**src/inc/mosr_pkg.sv**
```systemverilog
package mosr_pkg;
	// ----------------------------------------
	// register map: word index per status byte, byte address is index*4
	// ----------------------------------------
	localparam logic [7:0] IDX_NEG = 8'h0C;
	localparam logic [7:0] IDX_LOOP = 8'h0D;
	localparam logic [7:0] IDX_HSHK = 8'h0E;
	localparam logic [7:0] IDX_CTRL = 8'h10;
	localparam logic [11:0] ADDR_NEG = {2'b00, IDX_NEG, 2'b00};
	localparam logic [11:0] ADDR_LOOP = {2'b00, IDX_LOOP, 2'b00};
	localparam logic [11:0] ADDR_HSHK = {2'b00, IDX_HSHK, 2'b00};
	localparam logic [11:0] ADDR_CTRL = {2'b00, IDX_CTRL, 2'b00};
	// ----------------------------------------
	// field positions
	// ----------------------------------------
	localparam int NEG_DONE_BIT = 0;
	localparam int SPD_LSB = 1;
	localparam int SPD_MSB = 4;
	localparam int LOOP_V54D = 0;
	localparam int LOOP_V54E = 1;
	localparam int LOOP_ALT = 2;
	localparam int LOOP_LOOP = 3;
	localparam int PH_ECHO = 0;
	localparam int PH_REV = 1;
	localparam int PH_TRAIN = 2;
	localparam int PH_RATE = 3;
	localparam int PH_SCR1 = 4;
	localparam int PH_TDET = 5;
	localparam int PH_RDET = 6;
	localparam int PH_SUCC = 7;
	// ----------------------------------------
	// codes, reset values, timing
	// ----------------------------------------
	localparam logic [3:0] SPD_1200 = 4'h2;
	localparam logic [3:0] SPD_12000 = 4'h7;
	localparam logic [3:0] SPD_14400 = 4'h8;
	localparam logic [3:0] SPD_MAX = 4'h8;
	localparam logic [7:0] STAT_RESET = 8'h00;
	localparam logic [7:0] ECHO_T_MS = 8'hC0;
	localparam int V54_DET_BITS = 256;
	localparam int RETRAIN_BAUDS = 256;
	localparam int CLK_HZ = 10000000;
	localparam int ECHO_CYC = (CLK_HZ / 1000) * ECHO_T_MS;
	typedef enum logic [3:0] {
		MOSR_IDLE = 4'b0001,
		MOSR_DATA = 4'b0010,
		MOSR_FAXT = 4'b0100,
		MOSR_FAXR = 4'b1000
	} mosr_mode_e;
	typedef enum logic [2:0] {
		MOSR_STD_V17 = 3'h0,
		MOSR_STD_V33 = 3'h1,
		MOSR_STD_V29 = 3'h2,
		MOSR_STD_V27 = 3'h3,
		MOSR_STD_V21 = 3'h4
	} mosr_std_e;
endpackage

```
**src/hw/mosr_count.sv**
```systemverilog
`timescale 1ns/100ps
`default_nettype none
// saturating event counter: done when LIMIT qualifying events have been seen
module mosr_count #(
	parameter int LIMIT = 256
) (
	input wire logic clk,
	input wire logic rst_n,
	input wire logic clear,
	input wire logic step,
	output logic done
);
	// the counter is 16 bits wide
	if (LIMIT < 1 || LIMIT > 65535) begin : g_bad_limit
		$error("mosr_count LIMIT out of range");
	end
	logic [15:0] cnt;
	always_ff @(posedge clk or negedge rst_n) begin
		if (!rst_n) begin
			cnt <= 16'h0000;
			done <= 1'b0;
		end else if (clear) begin
			cnt <= 16'h0000;
			done <= 1'b0;
		end else if (step && !done) begin
			cnt <= cnt + 16'h0001;
			done <= (cnt == 16'(LIMIT - 1));
		end
	end
endmodule
`default_nettype wire

```
**src/hw/mosr_status.sv**
```systemverilog
`timescale 1ns/100ps
`default_nettype none
// Operation
// - negotiation done bit clear during negotiation
// - speed code in bits four to one
// - loop detect after 256 received bits
// - loop sent bit when transmit pattern ends
// - alternating pattern seen sets bit two
// - loop pattern seen sets bit three
// - data mode handshake event code byte
// - fax training phase flags bits zero-four
// - receiver detection flags bits five, six
// - training success flag in bit seven
// - no rate flags in V.29, V.27
// - success resampled 256 bauds after ones fall
// - sync zero clears all phase flags
// - sync one sets selected phase flag
// - V.33 receiver reports speed 8 or 7
// - speed valid with scrambled ones rise in V.33 receive
// - echo interval 192 ms if long tone
// - configuration reloads mode defaults
module mosr_status (
	input wire logic CLK,
	input wire logic RESET_N,
	input wire logic PSEL,
	input wire logic PENABLE,
	input wire logic PWRITE,
	input wire logic [11:0] PADDR,
	input wire logic [31:0] PWDATA,
	output logic [31:0] PRDATA,
	output logic PREADY,
	output logic PSLVERR,
	input wire logic CONFIG_CMD,
	input wire logic [3:0] CONFIG_MODE,
	input wire logic [2:0] CONFIG_STD,
	input wire logic NEG_ACTIVE,
	input wire logic NEG_DONE,
	input wire logic [3:0] NEGOTIATED_SPEED_CODE,
	input wire logic RX_BIT_STB,
	input wire logic RX_V54_MATCH,
	input wire logic TX_V54_END,
	input wire logic ALT_PATTERN_SEEN,
	input wire logic LOOP_PATTERN_SEEN,
	input wire logic HSHK_EVENT_STB,
	input wire logic [7:0] HSHK_EVENT_CODE,
	input wire logic BAUD_STB,
	input wire logic [4:0] TX_PHASE,
	input wire logic [1:0] RX_PHASE,
	input wire logic RX_TRAIN_DET,
	input wire logic RX_RATE_DET,
	input wire logic RX_TRAIN_END,
	input wire logic EQ_QUALITY_OK,
	input wire logic RX_RATE_14400,
	input wire logic SYNC_ZERO,
	input wire logic SYNC_ONE,
	input wire logic [2:0] SYNC_ONE_SEL,
	output logic SPEED_VALID,
	output logic ECHO_GUARD_ACTIVE
);
	logic rst_a;
	logic rst_n;
	logic ones_rise;
	logic ones_fall;
	mosr_pkg::mosr_mode_e cur_mode;
	mosr_pkg::mosr_std_e cur_std;
	logic long_echo;
	logic [7:0] neg_reg;
	logic [7:0] loop_reg;
	logic [7:0] hshk_reg;
	logic [7:0] phase;
	logic scr1_d;
	logic retrain_armed;
	logic retrain_done;
	logic v54_done;
	logic echo_start;
	logic [31:0] echo_cnt;
	logic no_rate;
	logic apb_set;
	logic [7:0] sel_reg;

	// ----------------------------------------
	// reset release
	// ----------------------------------------
	always_ff @(posedge CLK or negedge RESET_N) begin
		if (!RESET_N) begin
			rst_a <= 1'b0;
			rst_n <= 1'b0;
		end else begin
			rst_a <= 1'b1;
			rst_n <= rst_a;
		end
	end

	function automatic logic [7:0] read_mux(input logic [11:0] a, input logic [7:0] n,
		input logic [7:0] l, input logic [7:0] h, input logic [7:0] c);
		unique case (a)
			mosr_pkg::ADDR_NEG: read_mux = n;
			mosr_pkg::ADDR_LOOP: read_mux = l;
			mosr_pkg::ADDR_HSHK: read_mux = h;
			mosr_pkg::ADDR_CTRL: read_mux = c;
			default: read_mux = 8'h00;
		endcase
	endfunction

	function automatic logic mapped(input logic [11:0] a);
		mapped = (a == mosr_pkg::ADDR_NEG) || (a == mosr_pkg::ADDR_LOOP) ||
			(a == mosr_pkg::ADDR_HSHK) || (a == mosr_pkg::ADDR_CTRL);
	endfunction

	// flag index of either rate sequence flag
	function automatic logic rate_bit(input logic [2:0] s);
		rate_bit = (s == 3'(mosr_pkg::PH_RATE)) || (s == 3'(mosr_pkg::PH_RDET));
	endfunction

	// ----------------------------------------
	// apb slave, zero wait states
	// ----------------------------------------
	assign apb_set = PSEL && !PENABLE;
	assign sel_reg = {3'b000, long_echo, 1'b0, cur_std};
	always_ff @(posedge CLK or negedge rst_n) begin
		if (!rst_n) begin
			PREADY <= 1'b0;
			PRDATA <= 32'h00000000;
			PSLVERR <= 1'b0;
		end else begin
			PREADY <= apb_set;
			PSLVERR <= apb_set && (!mapped(PADDR) || (PWRITE && PADDR != mosr_pkg::ADDR_CTRL));
			if (apb_set && !PWRITE) begin
				PRDATA <= {24'h000000, read_mux(PADDR, neg_reg, loop_reg, hshk_reg, sel_reg)};
			end else begin
				PRDATA <= 32'h00000000;
			end
		end
	end

	// long echo tone choice is the only host-writable control
	always_ff @(posedge CLK or negedge rst_n) begin
		if (!rst_n) begin
			long_echo <= 1'b0;
		end else if (PSEL && PENABLE && PREADY && PWRITE && PADDR == mosr_pkg::ADDR_CTRL) begin
			long_echo <= PWDATA[4];
		end
	end

	// ----------------------------------------
	// mode latch
	// ----------------------------------------
	always_ff @(posedge CLK or negedge rst_n) begin
		if (!rst_n) begin
			cur_mode <= mosr_pkg::MOSR_IDLE;
			cur_std <= mosr_pkg::MOSR_STD_V17;
		end else if (CONFIG_CMD) begin
			unique case (CONFIG_MODE)
				4'b0010: cur_mode <= mosr_pkg::MOSR_DATA;
				4'b0100: cur_mode <= mosr_pkg::MOSR_FAXT;
				4'b1000: cur_mode <= mosr_pkg::MOSR_FAXR;
				default: cur_mode <= mosr_pkg::MOSR_IDLE;
			endcase
			cur_std <= mosr_pkg::mosr_std_e'(CONFIG_STD);
		end
	end
	assign no_rate = (cur_std == mosr_pkg::MOSR_STD_V29) || (cur_std == mosr_pkg::MOSR_STD_V27);
	// edges of the scrambled ones flag as the host sees it
	assign ones_rise = cur_mode == mosr_pkg::MOSR_FAXR && cur_std == mosr_pkg::MOSR_STD_V33
		&& phase[mosr_pkg::PH_SCR1] && !scr1_d;
	assign ones_fall = cur_mode == mosr_pkg::MOSR_FAXR && scr1_d && !phase[mosr_pkg::PH_SCR1];

	// ----------------------------------------
	// negotiation byte
	// ----------------------------------------
	always_ff @(posedge CLK or negedge rst_n) begin
		if (!rst_n) begin
			neg_reg <= mosr_pkg::STAT_RESET;
		end else if (CONFIG_CMD) begin
			neg_reg <= mosr_pkg::STAT_RESET;
		end else if (cur_mode == mosr_pkg::MOSR_DATA) begin
			if (NEG_ACTIVE) begin
				neg_reg[mosr_pkg::NEG_DONE_BIT] <= 1'b0;
			end else if (NEG_DONE) begin
				neg_reg[mosr_pkg::NEG_DONE_BIT] <= 1'b1;
				if (NEGOTIATED_SPEED_CODE >= mosr_pkg::SPD_1200 && NEGOTIATED_SPEED_CODE <= mosr_pkg::SPD_MAX) begin
					neg_reg[mosr_pkg::SPD_MSB:mosr_pkg::SPD_LSB] <= NEGOTIATED_SPEED_CODE;
				end
			end
		end else if (ones_rise) begin
			neg_reg[mosr_pkg::SPD_MSB:mosr_pkg::SPD_LSB] <= RX_RATE_14400 ? mosr_pkg::SPD_14400 : mosr_pkg::SPD_12000;
			neg_reg[mosr_pkg::NEG_DONE_BIT] <= 1'b1;
		end
	end

	// speed valid with rising scrambled ones in V.33 receive
	always_ff @(posedge CLK or negedge rst_n) begin
		if (!rst_n) begin
			SPEED_VALID <= 1'b0;
		end else if (CONFIG_CMD || SYNC_ZERO) begin
			SPEED_VALID <= 1'b0;
		end else if (ones_rise) begin
			SPEED_VALID <= 1'b1;
		end
	end

	// ----------------------------------------
	// loop status byte
	// ----------------------------------------
	// 256 matching received bits
	mosr_count #(.LIMIT(mosr_pkg::V54_DET_BITS)) u_v54 (
		.clk(CLK),
		.rst_n(rst_n),
		.clear(CONFIG_CMD || (RX_BIT_STB && !RX_V54_MATCH)),
		.step(RX_BIT_STB && RX_V54_MATCH),
		.done(v54_done)
	);
	always_ff @(posedge CLK or negedge rst_n) begin
		if (!rst_n) begin
			loop_reg <= mosr_pkg::STAT_RESET;
		end else if (CONFIG_CMD) begin
			loop_reg <= mosr_pkg::STAT_RESET;
		end else if (cur_mode == mosr_pkg::MOSR_DATA) begin
			loop_reg[mosr_pkg::LOOP_V54D] <= v54_done;
			if (TX_V54_END) loop_reg[mosr_pkg::LOOP_V54E] <= 1'b1;
			if (ALT_PATTERN_SEEN) loop_reg[mosr_pkg::LOOP_ALT] <= 1'b1;
			// loop pattern, upper bits stay zero
			if (LOOP_PATTERN_SEEN) loop_reg[mosr_pkg::LOOP_LOOP] <= 1'b1;
		end
	end

	// ----------------------------------------
	// phase byte: event code or fax flags
	// ----------------------------------------
	// one byte serves as event code in data mode and as flags in fax mode
	assign hshk_reg = phase;
	always_ff @(posedge CLK or negedge rst_n) begin
		if (!rst_n) begin
			scr1_d <= 1'b0;
		end else begin
			scr1_d <= phase[mosr_pkg::PH_SCR1];
		end
	end

	// resample 256 bauds after ones fall
	mosr_count #(.LIMIT(mosr_pkg::RETRAIN_BAUDS)) u_retrain (
		.clk(CLK),
		.rst_n(rst_n),
		.clear(!retrain_armed && !ones_fall),
		.step(BAUD_STB),
		.done(retrain_done)
	);
	always_ff @(posedge CLK or negedge rst_n) begin
		if (!rst_n) begin
			retrain_armed <= 1'b0;
		end else if (CONFIG_CMD || SYNC_ZERO || retrain_done) begin
			retrain_armed <= 1'b0;
		end else if (ones_fall) begin
			// the baud of the fall itself already counts
			retrain_armed <= 1'b1;
		end
	end

	always_ff @(posedge CLK or negedge rst_n) begin
		if (!rst_n) begin
			phase <= mosr_pkg::STAT_RESET;
		end else if (CONFIG_CMD) begin
			phase <= mosr_pkg::STAT_RESET;
		end else if (cur_mode == mosr_pkg::MOSR_DATA) begin
			if (HSHK_EVENT_STB) phase <= HSHK_EVENT_CODE;
		end else if (SYNC_ZERO) begin
			phase <= mosr_pkg::STAT_RESET;
		end else if (cur_mode == mosr_pkg::MOSR_FAXT) begin
			phase[mosr_pkg::PH_SCR1:mosr_pkg::PH_ECHO] <= TX_PHASE & {1'b1, !no_rate, 3'b111};
			if (SYNC_ONE && !(no_rate && rate_bit(SYNC_ONE_SEL))) begin
				phase[SYNC_ONE_SEL] <= 1'b1;
			end
		end else if (cur_mode == mosr_pkg::MOSR_FAXR) begin
			phase[mosr_pkg::PH_REV] <= RX_PHASE[0];
			phase[mosr_pkg::PH_SCR1] <= RX_PHASE[1];
			phase[mosr_pkg::PH_TRAIN] <= RX_TRAIN_DET;
			if (RX_TRAIN_DET) phase[mosr_pkg::PH_TDET] <= 1'b1;
			if (RX_RATE_DET && !no_rate) phase[mosr_pkg::PH_RDET] <= 1'b1;
			if (RX_TRAIN_END || retrain_done) phase[mosr_pkg::PH_SUCC] <= EQ_QUALITY_OK;
			// sync one, rate flags kept out in V.29, V.27
			if (SYNC_ONE && !(no_rate && rate_bit(SYNC_ONE_SEL))) begin
				phase[SYNC_ONE_SEL] <= 1'b1;
			end
		end
	end

	// ----------------------------------------
	// echo protection interval
	// ----------------------------------------
	assign echo_start = cur_mode == mosr_pkg::MOSR_FAXT && SYNC_ONE && SYNC_ONE_SEL == 3'(mosr_pkg::PH_ECHO);
	// 192 ms guard only with long tone
	always_ff @(posedge CLK or negedge rst_n) begin
		if (!rst_n) begin
			echo_cnt <= 32'h00000000;
			ECHO_GUARD_ACTIVE <= 1'b0;
		end else if (CONFIG_CMD || SYNC_ZERO) begin
			echo_cnt <= 32'h00000000;
			ECHO_GUARD_ACTIVE <= 1'b0;
		end else if (echo_start && long_echo) begin
			echo_cnt <= 32'(mosr_pkg::ECHO_CYC - 1);
			ECHO_GUARD_ACTIVE <= 1'b1;
		end else if (echo_cnt != 32'h00000000) begin
			echo_cnt <= echo_cnt - 32'h00000001;
		end else begin
			ECHO_GUARD_ACTIVE <= 1'b0;
		end
	end

	// ----------------------------------------
	// checks
	// ----------------------------------------
	a_cfg_reload: assert property (@(posedge CLK) disable iff (!rst_n)
		CONFIG_CMD |=> (neg_reg == 8'h00 && loop_reg == 8'h00))
		else $error("status not reloaded after configuration");
	a_sync_clear: assert property (@(posedge CLK) disable iff (!rst_n)
		(SYNC_ZERO && !CONFIG_CMD && cur_mode != mosr_pkg::MOSR_DATA) |=> phase == 8'h00)
		else $error("sync zero left flags set");
	a_no_rate: assert property (@(posedge CLK) disable iff (!rst_n)
		(cur_mode != mosr_pkg::MOSR_DATA && no_rate && $stable(cur_std))
		|-> ##1 (!phase[mosr_pkg::PH_RATE] && !phase[mosr_pkg::PH_RDET]))
		else $error("rate flag in V.29 or V.27");
	a_loop_high: assert property (@(posedge CLK) disable iff (!rst_n)
		loop_reg[7:4] == 4'h0)
		else $error("reserved loop bits set");
	a_v54_sent: assert property (@(posedge CLK) disable iff (!rst_n)
		(TX_V54_END && cur_mode == mosr_pkg::MOSR_DATA && !CONFIG_CMD) |=> loop_reg[mosr_pkg::LOOP_V54E])
		else $error("loop sent bit not set");
	a_speed_code: assert property (@(posedge CLK) disable iff (!rst_n)
		(cur_mode == mosr_pkg::MOSR_DATA && neg_reg[0]) |-> neg_reg[4:1] <= mosr_pkg::SPD_MAX)
		else $error("illegal speed code");
	a_speed_valid_indicator_only: assert property (@(posedge CLK) disable iff (!rst_n)
		$rose(SPEED_VALID) |-> cur_std == mosr_pkg::MOSR_STD_V33 && $past(phase[mosr_pkg::PH_SCR1]))
		else $error("speed valid outside V.33 ones rise");
	a_no_write: assert property (@(posedge CLK) disable iff (!rst_n)
		(PREADY && PWRITE && PSEL && PADDR == mosr_pkg::ADDR_NEG) |-> PSLVERR)
		else $error("status write accepted");
endmodule
`default_nettype wire

```
**config.mk**
```make
export PLATFORM = sky130hd
export DESIGN_NAME = mosr_status
export DESIGN_NICKNAME = d
export VERILOG_FILES = /design/src/inc/mosr_pkg.sv /design/src/hw/mosr_count.sv /design/src/hw/mosr_status.sv
export SDC_FILE = /design/constraint.sdc
export NUM_CORES = 1
export LEC_CHECK = 0
export ABC_AREA = 0
export BUFFER_PORTS_ARGS = -buffer_cell sky130_fd_sc_hd__buf_2
export CAP_MARGIN = 20
export CORE_MARGIN = 4
export CORE_UTILIZATION = 60
export CTS_BUF_LIST = sky130_fd_sc_hd__clkbuf_2 sky130_fd_sc_hd__clkbuf_4 sky130_fd_sc_hd__clkbuf_8
export DETAILED_ROUTE_END_ITERATION = 8
export GPL_TIMING_DRIVEN = 1
export PLACE_DENSITY = 0.94
export SYNTH_ARGS = -nofsm -noshare
export SYNTH_HDL_FRONTEND = slang
export SYNTH_HIERARCHICAL = 1
export SYNTH_SLANG_ARGS = --single-unit
```
**constraint.sdc**
```tcl
create_clock -name CLK -period 9.6 [get_ports CLK]
set_clock_uncertainty 0.05 [all_clocks]
set_input_delay 0.48 -clock CLK [delete_from_list [all_inputs] [get_ports CLK]]
set_output_delay 0.48 -clock CLK [all_outputs]
set_load 0.03 [all_outputs]
```
==> results.cfg, run 1 <==
[timing]
setup_total_negative_slack_ns = 0
hold_viol = 0
report.final.slew_viol_count = 0
finalCritPeriodShare_pct = 33.0
hold_ws_ns = 0.163
number_of_endpoints_failing_setup_at_the_final_stage = 0
slew-limit-headroom_pct = 28.2
grt_setup_unrepaired = false
highest_achievable_clock_rate_ghz = 0.315
worstMarginPinSlew_ns = 1.07
final_critical_path_time_including_i_o_delays_and_setup_ns = 3.17

[die]
die_height_um = 108
row_count = 36
floorplan.core_area_mm2 = 0.00973
num_ports = 131
overall_die_width_um = 108
initial_core_util_pct = 61.1
die_area_mm2 = 0.0116

[logic_synthesis]
synth_cells = 626
number_of_flops_mapped_to_enable_cells_by_yosys = 0
synth_area_per_cell_um2 = 9.50
yosysWarnings = 6
portion_of_the_post_synthesis_area_used_by_sequential_elements_pct = 45.0
syn_area_mm2 = 0.00595
netlist.top_cell.by_area = sky130_fd_sc_hd__dfrtp_1
synth.lib_cells_used.distinct = 70
synthDominantCellAreaShare_pct = 44.6
postSynthRegisterBits = 107
dominantRegCellSynth = sky130_fd_sc_hd__dfrtp_1
async_flop_share_pct = 100
netlist_top_cells_area = sky130_fd_sc_hd__dfrtp_1 45%, sky130_fd_sc_hd__nor2_1 5.0%, sky130_fd_sc_hd__a21oi_1 3.9%

[pwr]
pwr_density_cell_mw_per_mm2 = 245
worst_ir_drop_vdd_mv = 0.211
power.leakage_nw = 3.03

[setup_path]
worst_path_largest_cell_delay_ns = 0.96
critical_path.cell_chain = nor4b_2 -> nand4_1 -> and3_1 -> a311oi_1
endpoint_kind = register
crit_slowest_cell = sky130_fd_sc_hd__nor4b_2
crit_path_max_fanout = 19
critPathKind = register to register
crit_arrival_ns = 3.39
critical_path.startpoint_type = register
critical_path.n_buffers_inverters = 0
worst-endpoint-required_ns = 9.82
crit_family = simple AND/OR/NAND/NOR gates

[detailed_routing]
vias = 5138
detail_route.wirelength_um = 14300
routedWlPerCell_um = 17.1
detail_route.drc_violations = 0
via_per_inst = 6.16
final_antenna_net_count = 0
detailedRoute.firstPassIterationCount = 6
iteration_0_drc_count_of_the_detailed_router = 363

[outcome]
status = completed

[cells_and_area]
most-common-layout-cells = 105 x sky130_fd_sc_hd__dfrtp_1, 80 x sky130_fd_sc_hd__nor2_1, 75 x sky130_fd_sc_hd__buf_2, 46 x sky130_fd_sc_hd__a21oi_1, 43 x sky130_fd_sc_hd__nand2_1
antenna-diode-count = 0
largest_register = echo_cnt
final_nets = 794
final_core_util_pct = 67.8
drive_gt1_share_pct = 19.7
largest_registers = echo_cnt: 32 flops, u_retrain/cnt: 16 flops, u_v54/cnt: 16 flops
synthToLayoutAreaGrowth_pct = 11.0
final_common_cell = sky130_fd_sc_hd__dfrtp_1
largest_register_ff_count = 32

[clock_tree]
numClockSinks = 107
cts.path.max_buffers = 2
tritoncts.num_buffers = 9
cts_resized = 0
cts.repair_timing.setup_buffer_count = 0
htree_levels = 3
cts.clk_slew.worst_paths_ns = 0.10
cts_tree = yes
cts_root_buffer = sky130_fd_sc_hd__clkbuf_8
worstSkewPairLatency_ns = 0.37
cts_hold_repair.buffers = 1

[placement]
detailed_place_hpwl_um = 10300
gp_congestion = 0.912
place.port_buffers = 75

[global_route]
grt_max_degree = 85
gr-total-overflow = 0
grt_pass1_vias = 4926
grtUsageTotal_pct = 25.1
grt_antenna_before_repair = 1
global_route_wire_length_before_repair_um = 23400

[job]
max_cap_violations = 0

[min_path]
worst_hold_path_type = register to asynchronous set/reset pin
## through the flow
step	std cells	instance area, µm²	setup slack (ns)	total power, W
after floorplan	649	6030	6.35	0.00116
final	834	6600	6.43	0.00161
after detailed placement	816	6360	6.50	0.00130
after CTS	833	6580	6.48	0.00160
after global placement	816	6360	6.62	0.00127
after global routing	834	6600	6.14	0.00173
## path summary, 6_finish.rpt
path | slack [ns] | endpoint | depth (start not counted) | start
max | 6.43 | echo_cnt[1] | 4 | cur_mode[1]
min | 0.16 | echo_cnt[5] | 0 | rst_n
max reg2reg | 6.43 | echo_cnt[1] | 4 | cur_mode[1]
min reg2reg | 0.16 | echo_cnt[5] | 0 | rst_n
max in group asynchronous | 8.26 | neg_reg[3] | 2 | rst_n
min in group CLK | 0.25 | neg_reg[0] | 2 | NEG_ACTIVE
## power breakdown
part	switching (W)	leakage (nW)	total [W]	internal, W
Clock	0.000150	0.107	0.000291	0.000141
Combinational	0.000451	1.46	0.000737	0.000286
Sequential	0.0000736	1.46	0.000587	0.000514
Total	0.000674	3.03	0.00161	0.000941
## synthesized netlist by cell type, types with 10 or more instances
cell type,count
sky130_fd_sc_hd__a21oi_1,46
sky130_fd_sc_hd__and3_1,10
sky130_fd_sc_hd__buf_4,26
sky130_fd_sc_hd__nor2_1,80
sky130_fd_sc_hd__dfrtp_1,106
sky130_fd_sc_hd__nand3_1,11
sky130_fd_sc_hd__nand2_1,43
sky130_fd_sc_hd__nor3_1,18
sky130_fd_sc_hd__clkbuf_1,12
sky130_fd_sc_hd__o21ai_0,15
sky130_fd_sc_hd__or3_1,10
sky130_fd_sc_hd__inv_1,12
sky130_fd_sc_hd__mux2_2,15
sky130_fd_sc_hd__xor2_1,16
sky130_fd_sc_hd__nor2b_1,15
sky130_fd_sc_hd__nand4_1,14
sky130_fd_sc_hd__xnor2_1,20
sky130_fd_sc_hd__nor4_1,19
## kinds of logic (layout without fill, tap and decap cells)
| group | count (synthesis) | after routing | synth area share [%] |
|---|---|---|---|
| and+or+nand+nor | 279 | 279 | 26.2 |
| AOI/OAI and AO/OA | 118 | 118 | 12.9 |
| DFF | 107 | 107 | 45.0 |
| buffers and inverters | 57 | 109 | 5.32 |
| xor gates and xnor gates | 36 | 36 | 5.30 |
| muxes | 24 | 24 | 4.44 |
| adders and majority gates | 3 | 3 | 0.631 |
| other | 2 | 25 | 0.126 |
## cell type report
cell class | count | area, µm²
sequential | 107 | 2680
multi-input combinational | 485 | 3060
fill | 716 | 3130
inverter | 12 | 45.0
clock inverter | 3 | 46.3
clock buffer | 13 | 166
timing repair buffer | 81 | 435
tap | 133 | 166
## per-layer routing
| layer | wire length [µm] | vias to the layer above | GRT usage [%] |
|---|---|---|---|
| li1 | - | 2367 | - |
| met1 | 5800 | 2522 | 32.3 |
| met2 | 7180 | 214 | 42.6 |
| met3 | 1060 | 33 | 5.88 |
| met4 | 253 | 2 | 6.94 |
| met5 | 13 | - | 0 |
No activity file was read; power rests on OpenSTA's default activity.
==> run 2, diff against run 1 <==
--- a/config.mk
+++ b/config.mk
@@ -5,15 +5,15 @@
 export SDC_FILE = /design/constraint.sdc
 export NUM_CORES = 1
 export LEC_CHECK = 0
-export ABC_AREA = 0
+export ABC_AREA = 1
 export BUFFER_PORTS_ARGS = -buffer_cell sky130_fd_sc_hd__buf_2
 export CAP_MARGIN = 20
 export CORE_MARGIN = 4
-export CORE_UTILIZATION = 60
+export CORE_UTILIZATION = 58
 export CTS_BUF_LIST = sky130_fd_sc_hd__clkbuf_2 sky130_fd_sc_hd__clkbuf_4 sky130_fd_sc_hd__clkbuf_8
 export DETAILED_ROUTE_END_ITERATION = 8
 export GPL_TIMING_DRIVEN = 1
-export PLACE_DENSITY = 0.94
+export PLACE_DENSITY = 0.9
 export SYNTH_ARGS = -nofsm -noshare
 export SYNTH_HDL_FRONTEND = slang
 export SYNTH_HIERARCHICAL = 1
==> constraint.sdc (replaced) <==
create_clock -name CLK -period 3.2 [get_ports CLK]
set_clock_uncertainty 0.05 [all_clocks]
set_input_delay 0.16 -clock CLK [delete_from_list [all_inputs] [get_ports CLK]]
set_output_delay 0.16 -clock CLK [all_outputs]
set_load 0.03 [all_outputs]
==> run 2 against run 1 <==
- sequential cell count did not move
- wire length rose by 11%
- register-to-register slack got worse by 5.7 ns
- sequential share of layout area fell by 4.0 points
- total power rose to 3.3 times the previous value
- final area rose by 11%
- maximum frequency rose by 26%
==> results.cfg, run 2 <==
[cells_and_area]
most-common-layout-cells = 254 x sky130_fd_sc_hd__nand2_1, 186 x sky130_fd_sc_hd__nor2_1, 112 x sky130_fd_sc_hd__inv_1, 105 x sky130_fd_sc_hd__dfrtp_1, 75 x sky130_fd_sc_hd__buf_2
largest_register_ff_count = 32
nFillCells = 937
largest_register = echo_cnt
antenna-diode-count = 0
synthToLayoutAreaGrowth_pct = 10.9
final_nets = 1154
final_common_cell = sky130_fd_sc_hd__nand2_1
largest_registers = echo_cnt: 32 flops, u_retrain/cnt: 16 flops, u_v54/cnt: 16 flops
drive_gt1_share_pct = 13.2

[die]
overall_die_width_um = 115
floorplan.core_area_mm2 = 0.0110
die_height_um = 115
row_count = 38
initial_core_util_pct = 60.1
die_area_mm2 = 0.0131
num_ports = 131

[setup_path]
critical_path.cell_chain = inv_1 -> ha_1 -> nand3_2 -> nor2_2 -> nand4_2 -> o21ai_2 -> nor2_1
crit_arrival_ns = 2.72
critical_path.n_buffers_inverters = 1
worst_path_largest_cell_delay_ns = 0.63
worst-endpoint-required_ns = 3.40
crit_family = simple AND/OR/NAND/NOR gates
critPathKind = register to register
crit_path_max_fanout = 14
critical_path.startpoint_type = register
endpoint_kind = register
crit_slowest_cell = sky130_fd_sc_hd__o21ai_2

[logic_synthesis]
netlist.top_cell.by_area = sky130_fd_sc_hd__dfrtp_1
number_of_flops_mapped_to_enable_cells_by_yosys = 0
synthDominantCellAreaShare_pct = 40.2
compound_gate_fraction_of_synth_area_pct = 8.74
synth_xor_xnor_area_share_pct = 0.797
synth_simple_gate_area_share_pct = 38.5
yosysWarnings = 6
dominant_combinational_cell_family_by_area_after_synthesis = simple AND/OR/NAND/NOR gates
synth.lib_cells_used.distinct = 40
async_flop_share_pct = 100
synth_area_per_cell_um2 = 6.82
synth.mux.area_fraction_pct = 0
postSynthRegisterBits = 107
portion_of_the_post_synthesis_area_used_by_sequential_elements_pct = 40.6
post-synth-top-count-cell = sky130_fd_sc_hd__nand2_1
dominantRegCellSynth = sky130_fd_sc_hd__dfrtp_1
netlist_top_cells_area = sky130_fd_sc_hd__dfrtp_1 40%, sky130_fd_sc_hd__nand2_1 14%, sky130_fd_sc_hd__nor2_1 11%
syn_area_mm2 = 0.00660
synthAdderAreaFrac_pct = 0.569
synth_commonest_cells = 254 x sky130_fd_sc_hd__nand2_1, 186 x sky130_fd_sc_hd__nor2_1, 112 x sky130_fd_sc_hd__inv_1
synth_cells = 968

[clock_tree]
cts.clk_slew.worst_paths_ns = 0.11
cts.repair_timing.setup_buffer_count = 0
worstSkewPairLatency_ns = 0.39
numClockSinks = 107
htree_levels = 3
tritoncts.num_buffers = 9
cts_root_buffer = sky130_fd_sc_hd__clkbuf_8
cts.path.max_buffers = 2
cts_tree = yes

[pwr]
power.leakage_nw = 3.77
pwr-share-seq_pct = 32.2
cell_internal_pwr_w = 0.00276
combinationalPowerShare_pct = 53.5
pwr_density_cell_mw_per_mm2 = 735
switchingPower_w = 0.00262
sw_frac_of_total_pct = 48.7
power.clock.fraction_pct = 14.4
worst_ir_drop_vdd_mv = 0.585

[outcome]
status = completed

[global_route]
grt_max_degree = 85
grtUsageTotal_pct = 25.2
global_route_wire_length_before_repair_um = 26900
grt_antenna_before_repair = 0
grt_pass1_vias = 5933
gr-total-overflow = 0

[timing]
slew-limit-headroom_pct = 53.5
highest_achievable_clock_rate_ghz = 0.397
finalCritPeriodShare_pct = 78.7
report.final.slew_viol_count = 0
number_of_endpoints_failing_setup_at_the_final_stage = 0
hold_ws_ns = 0.0351
hold_viol = 0
grt_setup_unrepaired = false
worstMarginPinSlew_ns = 0.695
setup_total_negative_slack_ns = 0
final_critical_path_time_including_i_o_delays_and_setup_ns = 2.52

[detailed_routing]
detailedRoute.firstPassIterationCount = 5
detail_route.drc_violations = 0
iteration_0_drc_count_of_the_detailed_router = 596
vias = 6363
detail_route.wirelength_um = 15900
routedWlPerCell_um = 13.3
via_per_inst = 5.30
final_antenna_net_count = 0

[placement]
detailed_place_hpwl_um = 11800
place.port_buffers = 75
gp_congestion = 0.947

[min_path]
worst_hold_path_type = primary input to asynchronous set/reset pin

[job]
max_cap_violations = 0
==> run 2: cell count changes after synthesis, sizes merged, moves of 19 or more <==
| cell | before | now |
|---|---|---|
| nor2 | 80 | 201 |
| inv | 12 | 118 |
| nor4 | 21 | 0 |
| mux2 | 19 | 0 |
| nand2 | 43 | 260 |
| o21ai | 16 | 54 |
| nand3 | 14 | 79 |
==> run 2: per-stage QoR <==
step	area, µm²	total power (W)	cells	util, %	setup WS, ns
6_report	7320	0.00538	1201	66.6	0.680
5_1_grt	7320	0.00591	1201	66.6	0.430
4_1_cts	7280	0.00534	1199	66.3	0.702
3_5_place_dp	7010	0.00454	1173	63.8	0.747
3_3_place_gp	7010	0.00448	1173	63.8	0.805
2_1_floorplan	6690	0.00398	991	-	1.36
==> run 2: layout make-up <==
class | instances | area [µm²] | share of cell area, %
well taps | 140 | 175 | 2.39
multi-input cells | 729 | 3300 | 45.1
clock inverters | 6 | 41.3 | 0.564
clock buffers | 10 | 131 | 1.80
inverters | 118 | 443 | 6.05
repair buffers | 91 | 543 | 7.42
flip-flops and latches | 107 | 2680 | 36.7
==> run 2: kinds of logic after synthesis <==
group / Yosys count
AND/OR/NAND/NOR: 589
adder cells (fa/ha/maj): 3
flip-flops: 107
AO/OA/AOI/OAI: 106
other: 2
XOR/XNOR: 6
buffers and inverters: 155
==> run 2: path summary, 6_finish.rpt <==
| kind | startpoint | end | slack [ns] | cells past startpoint |
|---|---|---|---|---|
| worst min-delay path | RESET_N | rst_a | 0.04 | 2 |
| max in group asynchronous | rst_n | ECHO_GUARD_ACTIVE | 2.17 | 2 |
| min in group CLK | HSHK_EVENT_CODE[5] | hshk_reg[5] | 0.04 | 5 |
| worst max-delay path | echo_cnt[0] | echo_cnt[7] | 0.68 | 7 |
| worst min register to register | rst_n | u_v54/cnt[9] | 0.11 | 0 |
| worst max register to register | echo_cnt[0] | echo_cnt[7] | 0.68 | 7 |
==> run 2: power groups by stage <==
| stage | clock (W) | sequential [W] | combinational, W |
|---|---|---|---|
| 4_1_cts | 0.000792 | 0.00174 | 0.00280 |
| 6_report | 0.000774 | 0.00173 | 0.00288 |
| 3_3_place_gp | 0 | 0.00176 | 0.00272 |
| 5_1_grt | 0.000851 | 0.00176 | 0.00330 |
| 3_5_place_dp | 0 | 0.00177 | 0.00278 |
| 2_1_floorplan | 0 | 0.00171 | 0.00226 |
==> run 2: what timing repair did <==
item	4_1_cts	5_1_grt
hold endpoints to repair	11	1
endpoints found under the setup margin	0	0
hold buffers	10	1
gates resized for setup	0	0
==> run 2: per-layer routing <==
metal,up-vias,global-route usage [%],wire [µm]
met4,0,8.31,316
met3,27,5.29,1160
met1,2919,35.2,7010
li1,3203,-,-
met2,214,39.2,7450
met5,-,0,0
